$ cat src/adc_pkg.sv
// Shared constants for the converter output control block
package adc_pkg;
  // Clock and timing
  localparam int unsigned CLK_HZ      = 20_000_000;     // Core clock rate
  localparam int unsigned LATENCY_CYC = 28;             // Sample ticks start to output
  localparam int unsigned CAL_TIME_MS = 240;            // Nominal calibration time
  localparam int unsigned CAL_CYCLES  = (CAL_TIME_MS * (CLK_HZ / 1000)); // 4.8M cycles
  localparam int unsigned DATA_W      = 8;              // Sample word width

  // Register byte offsets
  localparam logic [7:0] OFS_CTRL     = 8'h00;          // Control, write-only pulses
  localparam logic [7:0] OFS_STATUS   = 8'h04;          // Live state
  localparam logic [7:0] OFS_IRQ_STAT = 8'h08;          // Sticky events, write one to clear
  localparam logic [7:0] OFS_IRQ_MASK = 8'h0C;          // Interrupt enables
  localparam logic [7:0] OFS_LAST     = 8'h10;          // Last delivered sample

  // Field positions
  localparam int unsigned CTRL_RECAL_BIT = 0;           // Start recalibration
  localparam int unsigned ST_CAL_BIT     = 0;           // Calibration running
  localparam int unsigned ST_RST_BIT     = 1;           // Reset pin held low
  localparam int unsigned ST_REF_BIT     = 2;           // External reference chosen
  localparam int unsigned ST_HALVE_BIT   = 3;           // Clock halve select pin level
  localparam int unsigned ST_FMT_BIT     = 4;           // Format select pin level
  localparam int unsigned IRQ_CALDONE    = 0;           // Calibration finished
  localparam int unsigned IRQ_OVR        = 1;           // Over-range seen
  localparam int unsigned LAST_OVR_BIT   = 8;           // Over-range flag of last sample

  // Reset values
  localparam logic [1:0] IRQ_MASK_RST = 2'h0;           // All interrupts masked
  localparam logic [7:0] DATA_RST     = 8'h00;          // Output word after reset

  // Control states
  typedef enum logic [2:0] {
    ADC_ST_HOLD = 3'b001,                               // Reset pin low
    ADC_ST_CAL  = 3'b010,                               // Calibrating
    ADC_ST_RUN  = 3'b100                                // Normal conversion
  } adc_state_t;
endpackage

$ cat src/adc_clk_div.sv
// Sample tick generator with optional divide by two
`timescale 1ns/1ps
`default_nettype none
module adc_clk_div (
  input  wire logic clock_in,          // Core clock
  input  wire logic arst_n_in,         // Async reset, active low
  input  wire logic hold_in,           // Stop and realign divider
  input  wire logic clock_halve_n_in,  // Low divides by two
  output logic      sample_tick_out    // One-cycle sample strobe
);
  logic phase_r;                       // Divider phase

  // Phase flips each edge; held at zero so the first tick after hold is aligned
  always_ff @(posedge clock_in or negedge arst_n_in) begin
    if (!arst_n_in) begin
      phase_r <= 1'b0;
    end else if (hold_in) begin
      phase_r <= 1'b0;
    end else begin
      phase_r <= ~phase_r;
    end
  end

  // Undivided mode ticks every cycle outside hold
  assign sample_tick_out = ~hold_in & (clock_halve_n_in | phase_r);
endmodule
`default_nettype wire

$ cat src/adc_out_ctrl.sv
// Converter digital output control: straps, calibration, pipeline and APB
// Function
// - Reference-select low internal, high external
// - Clock-halve select low divides clock by two
// - Reset input active low holds conversion logic
// - Format low two's complement, high offset binary
// - Eight-bit word, bit 0 LSB, bit 7 MSB
// - Output word 28 sample clocks after start
// - Calibration begins on rising edge of reset
// - Over-range forced high until calibration completes
// - Output clock low during reset, resumes after
//
// Chosen here: the APB interface to the registers and the placing of the registers.
`timescale 1ns/1ps
`default_nettype none
module adc_out_ctrl
  import adc_pkg::*;
#(
  parameter int unsigned LATENCY  = adc_pkg::LATENCY_CYC, // Sample ticks of latency
  parameter int unsigned CAL_CYC  = adc_pkg::CAL_CYCLES   // Calibration length, cycles
) (
  input  wire logic                      clock_in,           // Core clock, 20 MHz
  input  wire logic                      arst_n_in,          // Async reset, active low
  input  wire logic                      cal_reset_n_in,     // Device reset pin, active low
  input  wire logic                      ref_source_select_in, // 0 internal, 1 external
  input  wire logic                      clock_halve_n_in,   // 0 halves sample clock
  input  wire logic                      twos_comp_select_n_in, // 0 two's complement
  input  wire logic [adc_pkg::DATA_W-1:0] raw_code_in,       // Offset-binary code from core
  input  wire logic                      raw_over_in,        // Core over-range indication
  output logic                           ref_external_out,   // Use external reference
  output logic      [adc_pkg::DATA_W-1:0] sample_data_out,   // Parallel word
  output logic                           over_range_out,     // Over-range flag
  output logic                           sample_clock_out,   // Output clock
  input  wire logic                      psel,               // APB select
  input  wire logic                      penable,            // APB access phase
  input  wire logic                      pwrite,             // APB write
  input  wire logic [7:0]                paddr,              // APB byte address
  input  wire logic [31:0]               pwdata,             // APB write data
  output logic      [31:0]               prdata,             // APB read data
  output logic                           pready,             // APB ready
  output logic                           pslverr,            // APB error
  output logic                           irq_out             // Level interrupt
);
  import adc_pkg::*;

  localparam int unsigned CW = $clog2(CAL_CYC + 1); // Calibration counter width

  initial begin
    if (LATENCY < 3) $error("adc_out_ctrl: latency too small");
    if (CAL_CYC < 1) $error("adc_out_ctrl: calibration length zero");
  end

  // Address decode shared by read and write paths
  function automatic logic known_addr(input logic [7:0] a);
    known_addr = (a == OFS_CTRL) || (a == OFS_STATUS) || (a == OFS_IRQ_STAT) ||
                 (a == OFS_IRQ_MASK) || (a == OFS_LAST);
  endfunction

  adc_state_t    state_r;               // Control state
  adc_state_t    state_nxt;             // Next control state
  logic [CW-1:0] cal_cnt_r;             // Calibration cycles left
  logic          rst_pin_r;             // Reset pin seen last cycle
  logic          soft_recal;            // Software recalibration pulse
  logic          hold;                  // Conversion held in reset
  logic          tick;                  // Sample strobe
  logic [DATA_W:0] delayed;             // Word and flag leaving memory
  logic [DATA_W-1:0] data_r;            // Output word
  logic          over_r;                // Output over-range
  logic          oclk_r;                // Output clock
  logic          ref_r;                 // Reference choice
  logic [1:0]    irq_stat_r;            // Sticky events
  logic [1:0]    irq_mask_r;            // Interrupt enables
  logic [1:0]    irq_set;               // Event pulses this cycle
  logic          cal_done;              // Calibration finishes this cycle
  logic          wr_acc;                // Write access phase
  logic          setup;                 // Setup phase
  logic [31:0]   rd_val;                // Read mux value
  logic [31:0]   prdata_r;              // Registered read data
  logic          pslverr_r;             // Registered error

  // Conversion logic held while the pin is low
  assign hold = (state_r == ADC_ST_HOLD);

  // Software writes one to start a recalibration
  assign wr_acc     = psel & penable & pwrite;
  assign setup      = psel & ~penable;
  assign soft_recal = wr_acc && (paddr == OFS_CTRL) && pwdata[CTRL_RECAL_BIT];

  // Previous reset pin level for rising-edge detection
  always_ff @(posedge clock_in or negedge arst_n_in) begin
    if (!arst_n_in) begin
      rst_pin_r <= 1'b0;
    end else begin
      rst_pin_r <= cal_reset_n_in;
    end
  end

  // State transitions
  always_comb begin
    state_nxt = state_r;
    unique case (state_r)
      ADC_ST_HOLD: begin
        if (cal_reset_n_in && !rst_pin_r) begin
          state_nxt = ADC_ST_CAL;
        end
      end
      ADC_ST_CAL: begin
        if (cal_cnt_r == CW'(1)) begin
          state_nxt = ADC_ST_RUN;
        end
      end
      ADC_ST_RUN: begin
        if (soft_recal) begin
          state_nxt = ADC_ST_CAL;       // Soft path skips the pin
        end
      end
      default: state_nxt = ADC_ST_HOLD; // Illegal code recovers
    endcase
    if (!cal_reset_n_in) begin
      state_nxt = ADC_ST_HOLD;
    end
  end

  assign cal_done = (state_r == ADC_ST_CAL) && (state_nxt == ADC_ST_RUN);

  // State register; powers up holding so a calibration follows the first release
  always_ff @(posedge clock_in or negedge arst_n_in) begin
    if (!arst_n_in) begin
      state_r <= ADC_ST_HOLD;
    end else begin
      state_r <= state_nxt;
    end
  end

  // Calibration counter, loaded when calibration starts
  always_ff @(posedge clock_in or negedge arst_n_in) begin
    if (!arst_n_in) begin
      cal_cnt_r <= '0;
    end else if (state_nxt == ADC_ST_CAL && state_r != ADC_ST_CAL) begin
      cal_cnt_r <= CW'(CAL_CYC);
    end else if (state_r == ADC_ST_CAL) begin
      cal_cnt_r <= cal_cnt_r - CW'(1);
    end
  end

  // Sample clock from core clock
  adc_clk_div u_div (
    .clock_in         (clock_in),
    .arst_n_in        (arst_n_in),
    .hold_in          (hold),
    .clock_halve_n_in (clock_halve_n_in),
    .sample_tick_out  (tick)
  );

  // Pipeline delay; memory plus output register give the full latency
  adc_pipe_mem #(
    .WIDTH (DATA_W + 1),
    .DEPTH (LATENCY - 1)
  ) u_mem (
    .clock_in  (clock_in),
    .arst_n_in (arst_n_in),
    .adv_in    (tick),
    .wr_in     ({raw_over_in, raw_code_in}),
    .rd_out    (delayed)
  );

  // Output word, coded at delivery; MSB flip gives two's complement
  always_ff @(posedge clock_in or negedge arst_n_in) begin
    if (!arst_n_in) begin
      data_r <= DATA_RST;
    end else if (tick) begin
      data_r <= {delayed[DATA_W-1] ^ ~twos_comp_select_n_in,
                 delayed[DATA_W-2:0]};
    end
  end

  // Over-range forced during reset and calibration
  always_ff @(posedge clock_in or negedge arst_n_in) begin
    if (!arst_n_in) begin
      over_r <= 1'b1;
    end else if (!cal_reset_n_in || state_nxt != ADC_ST_RUN) begin
      over_r <= 1'b1;
    end else if (tick) begin
      over_r <= delayed[DATA_W];
    end
  end

  // Output clock toggles with each new word; either edge marks fresh data
  always_ff @(posedge clock_in or negedge arst_n_in) begin
    if (!arst_n_in) begin
      oclk_r <= 1'b0;
    end else if (!cal_reset_n_in || hold) begin
      oclk_r <= 1'b0;
    end else if (tick) begin
      oclk_r <= ~oclk_r;
    end
  end

  // Reference choice follows its select pin
  always_ff @(posedge clock_in or negedge arst_n_in) begin
    if (!arst_n_in) begin
      ref_r <= 1'b0;
    end else begin
      ref_r <= ref_source_select_in;
    end
  end

  assign sample_data_out  = data_r;
  assign over_range_out   = over_r;
  assign sample_clock_out = oclk_r;
  assign ref_external_out = ref_r;

  // Events: over-range only counts once calibration is over
  assign irq_set[IRQ_CALDONE] = cal_done;
  assign irq_set[IRQ_OVR]     = tick && (state_r == ADC_ST_RUN) && delayed[DATA_W];

  // Sticky status; a new event beats a same-cycle clear
  always_ff @(posedge clock_in or negedge arst_n_in) begin
    if (!arst_n_in) begin
      irq_stat_r <= '0;
    end else if (wr_acc && paddr == OFS_IRQ_STAT) begin
      irq_stat_r <= (irq_stat_r & ~pwdata[1:0]) | irq_set;
    end else begin
      irq_stat_r <= irq_stat_r | irq_set;
    end
  end

  // Mask register
  always_ff @(posedge clock_in or negedge arst_n_in) begin
    if (!arst_n_in) begin
      irq_mask_r <= IRQ_MASK_RST;
    end else if (wr_acc && paddr == OFS_IRQ_MASK) begin
      irq_mask_r <= pwdata[1:0];
    end
  end

  assign irq_out = |(irq_stat_r & irq_mask_r);

  // Read mux
  always_comb begin
    rd_val = '0;
    unique case (paddr)
      OFS_STATUS: begin
        rd_val[ST_CAL_BIT]   = (state_r == ADC_ST_CAL);
        rd_val[ST_RST_BIT]   = hold;
        rd_val[ST_REF_BIT]   = ref_r;
        rd_val[ST_HALVE_BIT] = clock_halve_n_in;
        rd_val[ST_FMT_BIT]   = twos_comp_select_n_in;
      end
      OFS_IRQ_STAT: rd_val[1:0] = irq_stat_r;
      OFS_IRQ_MASK: rd_val[1:0] = irq_mask_r;
      OFS_LAST:     rd_val[LAST_OVR_BIT:0] = {over_r, data_r};
      default:      rd_val = '0; // Control reads zero, unmapped too
    endcase
  end

  // Read data and error captured in setup, stable through access
  always_ff @(posedge clock_in or negedge arst_n_in) begin
    if (!arst_n_in) begin
      prdata_r  <= '0;
      pslverr_r <= 1'b0;
    end else if (setup) begin
      prdata_r  <= pwrite ? 32'h0000_0000 : rd_val;
      pslverr_r <= ~known_addr(paddr);
    end
  end

  // Zero-wait slave: every access phase completes at once
  assign pready  = 1'b1;
  assign prdata  = prdata_r;
  assign pslverr = pslverr_r & psel & penable;
endmodule
`default_nettype wire

$ cat src/adc_pipe_mem.sv
// Ring-buffer delay memory with registered read data
`timescale 1ns/1ps
`default_nettype none
module adc_pipe_mem #(
  parameter int unsigned WIDTH = 9,    // Word width
  parameter int unsigned DEPTH = 27    // Ticks of delay to read register
) (
  input  wire logic             clock_in,  // Core clock
  input  wire logic             arst_n_in, // Async reset, active low
  input  wire logic             adv_in,    // Advance one sample
  input  wire logic [WIDTH-1:0] wr_in,     // Word entering
  output logic      [WIDTH-1:0] rd_out     // Word leaving, registered
);
  localparam int unsigned PW = (DEPTH > 1) ? $clog2(DEPTH) : 1; // Pointer width

  initial begin
    if (DEPTH < 2 || WIDTH < 1) $error("adc_pipe_mem: bad size");
  end

  logic [WIDTH-1:0] mem_r [DEPTH];     // Storage, not reset
  logic [PW-1:0]    ptr_r;             // Oldest entry index

  // Read old word and overwrite it in the same tick
  always_ff @(posedge clock_in) begin
    if (adv_in) begin
      mem_r[ptr_r] <= wr_in;
    end
  end

  // Read register and pointer
  always_ff @(posedge clock_in or negedge arst_n_in) begin
    if (!arst_n_in) begin
      rd_out <= '0;
      ptr_r  <= '0;
    end else if (adv_in) begin
      rd_out <= mem_r[ptr_r];
      ptr_r  <= (ptr_r == PW'(DEPTH - 1)) ? '0 : ptr_r + PW'(1);
    end
  end
endmodule
`default_nettype wire

$ cat config.mk
export PLATFORM = sky130hd
export DESIGN_NAME = adc_out_ctrl
export DESIGN_NICKNAME = d
export VERILOG_FILES = /design/src/adc_pkg.sv /design/src/adc_clk_div.sv /design/src/adc_out_ctrl.sv /design/src/adc_pipe_mem.sv
export SDC_FILE = /design/constraint.sdc
export NUM_CORES = 1
export LEC_CHECK = 0
export ABC_AREA = 1
export ABC_CLOCK_PERIOD_IN_PS = 3200
export BUFFER_PORTS_ARGS = -buffer_cell sky130_fd_sc_hd__buf_2
export CELL_PAD_IN_SITES_DETAIL_PLACEMENT = 0
export CELL_PAD_IN_SITES_GLOBAL_PLACEMENT = 1
export CORE_MARGIN = 5
export CORE_UTILIZATION = 40
export DETAILED_ROUTE_END_ITERATION = 7
export PLACE_DENSITY_LB_ADDON = 0.1
export SYNTH_ARGS = -nofsm -noshare
export SYNTH_HDL_FRONTEND = slang
export SYNTH_HIERARCHICAL = 1
export SYNTH_SLANG_ARGS = --single-unit
$ cat constraint.sdc
create_clock -name clock_in -period 3.2 [get_ports clock_in]
set_clock_uncertainty 0.2 [all_clocks]
set_input_delay 0.8 -clock clock_in [delete_from_list [all_inputs] [get_ports clock_in]]
set_output_delay 0.8 -clock clock_in [all_outputs]
set_load 0.05 [all_outputs]
# == Word level (Yosys, flattened, before mapping) ==
# Memories as Yosys holds them, arrays and structs flattened. A register that Yosys moved wholly into a read port is not among the register bits.
# Cells that the tools add are included.
# op_classes
n_addsub,2
bitwise,19
n_reduce_logical,23
mux,20
eq_ne,13
# op_table
operator,count
2-to-1 mux 23 bit,2
"equality test 23 x 1 -> 1 bit, second input constant",1
"subtractor 23 x 1 -> 23 bit, second input constant",1
"equality test 8 x 4 -> 1 bit, second input constant",2
2-to-1 mux 3 bit,4
logical AND 1 bit,9
2-to-1 mux 9 bit,1
one-hot mux 3 bit (3 select lines),1
"equality test 8 x 3 -> 1 bit, second input constant",1
"equality test 8 x 5 -> 1 bit, second input constant",1
zero test 8 bit,1
one-hot mux 2 bit (4 select lines),1
2-to-1 mux 1 bit,7
AND 1 bit,6
"equality test 3 x 2 -> 1 bit, second input constant",2
"equality test 3 bit, second input constant",2
logical OR 1 bit,6
inverter 1 bit,6
one-hot mux 3 bit (2 select lines),1
nonzero test 2 bit,3
"adder 5 x 1 -> 5 bit, second input constant",1
"equality test 5 bit, second input constant",1
2-to-1 mux 5 bit,1
AND 2 bit,2
other kinds (11),14
# word_totals
regBits,81
output_inout_bits,46
input_bits,58
word_cells,91
ram_bits,243
mem_count,1
# mem_list
name,depth,word_bits,rd,rd_clocked_by_memory_dff,write_ports,line,source
u_mem.mem_r,27,9,1,1,1,adc_pipe_mem.sv:20,logic [WIDTH-1:0] mem_r [DEPTH];

# == Logic depth before layout (Yosys ltp) ==
# depth
ltp_word,11
mapped_depth,12

# == Cells and area by module ==
# The synthesis kept the hierarchy.
# modules_own_cells
mod,area_per_inst_um2,instances,seq_area_each_um2,cells_per_inst
adc_pipe_mem,10654.0,1,7647.3,938
adc_out_ctrl,3016.6,1,1303.8,403
adc_clk_div,36.3,1,25.0,4

# == Least setup slack after synthesis ==
# Ideal clock, no wire load.
# synth_path
path_kind,input to register
from,input port clock_halve_n_in
to,memory u_mem.mem_r[0][0] (enable)
setup_time_ns,0.374
n_path_buf,1
slack_ns,0.652
path_stages,5
t_arrival_ns,1.973
path_cell_list,nor2_1 > nor2_1 > clkbuf_1 > nand2_1 > nor2_1
# synth_via
elab_chain_cells,4
# synth_rtl
element,line,source
start: declaration,adc_out_ctrl.sv:26,"input wire logic clock_halve_n_in,"
bitwise OR 1 bit,adc_clk_div.sv:25,assign sample_tick_out = ~hold_in & (clock_halve_n_in | phase_r);
AND 1 bit,adc_clk_div.sv:25,
named net tick,adc_out_ctrl.sv:65,logic tick;
2-to-1 mux 1 bit,adc_pipe_mem.sv:25,if (adv_in) begin
2-to-1 mux 1 bit (not written as such),adc_pipe_mem.sv:26,mem_r[ptr_r] <= wr_in;
end: declaration,adc_pipe_mem.sv:20,
# The timed path passes the listed nets, and every way through them passes these cells.

# == Worst setup path in the final report ==
# layout_path
from,register u_mem.ptr_r[4]
to,memory u_mem.mem_r[4][6] (enable)
# layout_lines
element,line,source
start: declaration,adc_pipe_mem.sv:21,logic [PW-1:0] ptr_r;
start signal: assignment,adc_pipe_mem.sv:37,ptr_r <= (ptr_r == PW'(DEPTH - 1)) ? '0 : ptr_r + PW'(1);
# No word-level cell before the write port.

==> metrics <==
Synth top cells by count 298 x nand2_1, 243 x edfxtp_1, 225 x nor2_1; total power 13.44 mW; hold_ws 0.07263 ns; outcome completed; Core Footprint 0.03370 mm²; WP data required 3.23 ns; count of cell types in the netlist 46; fill cell count 3239; CP Capture Point u_mem/mem_r[4][6]; row count 67; YS warnings 6; CTS tree built; Synth Cell Area 0.01371 mm²; dpl hpwl 21480 µm; initial antenna violation count 1; Chip Width 195.1 µm; Detailed Routing Iterations Pass 1 4; clock sinks 310; critical path peak fanout 12; DRT antenna net count 0; multi-input logic area 0.003866 mm²; number of flops mapped to enable cells by yosys 243; clock root buffer clkbuf_16; Post-synth ARST share 21.61%; Hold Path Class in -> async; detailed-route via count 9231; unrepaired setup endpoints after global routing false; CP Data Arrival Time 2.54 ns; first-pass GRT wire length 52740 µm; CTS HTree Levels 2; Crit. End Element flip-flop; FF-to-FF path depth 6; CP Launch Type flip-flop; wire length per cell 17.87 µm; Worst Setup SP u_mem/ptr_r[4]; Total GRT Usage 17.70%; area share of the largest cell type after synthesis 53.24%; relative slew slack 54.71%; Starting Density 40.67%; max_cap viols 0; total CTS buffers 36; final setup fails 0; vias in the first global route 9068; Die Height 195.1 µm; fmax 397.2 MHz; # diodes 0; area delta synth->final 13.82%; Worst-path clk slew 0.06 ns; die footprint 0.03807 mm²; routed vias/inst 4.858; Power Dens Cells 861.3 mW/mm²; FF-to-FF setup slack 0.68 ns; r2r endpoint u_mem/mem_r[4][6]; Synth area leader edfxtp_1; leading register cell type out of synthesis edfxtp_1; Seq cells post-synth 310; Final Slew Violations 0; Synth area leaders edfxtp_1 53%, dfrtp_1 12%, nand2_1 8.2%; clock tree buffer depth 3; pre-CTS setup slack 0.6043 ns; FF-to-FF Start u_mem/ptr_r[4]; drc violations 0; largest net degree at the start of global routing 130; sequential area share after synthesis 65.49%; Final min period 2.518 ns; Routed WL 33960 µm; final hold violations 0; Final Util 46.29%; crit path kind reg -> reg; share of cells above drive strength 1 12.60%; worst vdd ir 0.6396 mV; setup ws final 0.6824 ns; Port Buffers 49; FF/Latch Area 0.008981 mm²; Placer Congestion 0.7827; # IOs 104; Gates resized, CTS repair 0; Setup Fix Bufs, Post-CTS 0; Final Cycle Share 78.68%; GR Overflow Total 0; Nets 1489; Syn Area/Cell 10.19 µm²; leakage 6.335 nW; TNS Setup 0 ns; Skew-Pair Late Insertion Delay 0.52 ns; cell with the most instances after synthesis nand2_1; Post-Synthesis Cells 1345; slew at the pin closest to its max-slew limit 0.6794 ns; Iter 0 DRT Violations 554; hold_buf cts 0
-- per-stage QoR --
stage	area (µm²)	cells
2_1_floorplan	13790	1367
3_3_place_gp	14470	1835
3_5_place_dp	14470	1835
4_1_cts	15600	1900
5_1_grt	15600	1900
6_report	15600	1900
-- power by group --
group	leakage, nW	total [mW]	internal (mW)	switching, mW
Combinational	2.77	4.51	1.22	3.29
Sequential	3.01	5.00	4.75	0.247
Clock	0.549	3.93	2.34	1.59
-- area by class of cell --
type                       instances  area share [%]
multi-input combinational        863           24.78
clock buffer                      49           6.352
tap                              448           3.593
inverter                         120           2.895
timing repair buffer              94           3.914
clock inverter                    16          0.8982
sequential                       310           57.57
-- registers in the layout, summed over array words and instances (netlist names), 3 cells and up --
name / flops
u_mem/ptr_r: 5
prdata: 9
u_mem/rd_out: 9
sample_data_out: 8
u_mem/mem_r: 243
state_r: 3
cal_cnt_r: 23
-- worst min-delay path by stage --
stage	startpoint	endpoint	slack (ns)	cells after the start
after floorplan	u_div/phase_r	u_div/phase_r	0.20	1
after global placement	u_div/phase_r	u_div/phase_r	0.21	1
after detailed placement	u_div/phase_r	u_div/phase_r	0.21	1
after global routing	arst_n_in	prdata[1]	0.13	1
final	arst_n_in	prdata[2]	0.07	1
after CTS	arst_n_in	u_mem/ptr_r[4]	0.08	1
-- cells by family (layout without fill, tap and decap cells) --
logic type / after synthesis / in the layout / share of synthesized area, %
AND/OR/NAND/NOR: 679 / 679 / 20.73
XOR/XNOR: 1 / 1 / 0.06391
flip-flops: 310 / 310 / 65.49
buffers and inverters: 194 / 279 / 6.928
AO/OA/AOI/OAI: 153 / 153 / 6.189
adder cells (fa/ha/maj): 6 / 6 / 0.5477
other: 2 / 24 / 0.05479
-- metal layers --
layer | global-route usage (%) | part of all wire, %
met1 | 24.40 | 46
met2 | 29.42 | 48
met3 | 2.792 | 3.9
met4 | 4.706 | 2.3
met5 | 0 | 0.044
-- cells in the final DEF, fill, tap and decap left out, types with 3 or more instances in the layout --
cell type and instances:
or2_2 8, o31ai_1 3, nand3_1 105, nand4_1 9, a21oi_1 24, ha_1 6
dfrtp_1 63, clkinv_2 4, nand2_1 298, buf_2 48, clkbuf_16 37, o21ai_0 96
buf_4 44, conb_1 24, nor2_4 4, edfxtp_1 243, nor2_1 224, clkbuf_1 10
or2_0 3, o211ai_1 11, nor3_1 12, o21ai_1 6, nor2_2 6, inv_2 6
clkinv_1 8, inv_1 111
-- worst max-delay path: stages (launching register included) --
cell and delay (ns):
dfrtp_1 0.48, inv_1 0.42, nand2_1 0.20, nor2_1 0.29, inv_1 0.13, nor2_1 0.25, buf_4 0.23
Power figures use the tool's default switching activity.
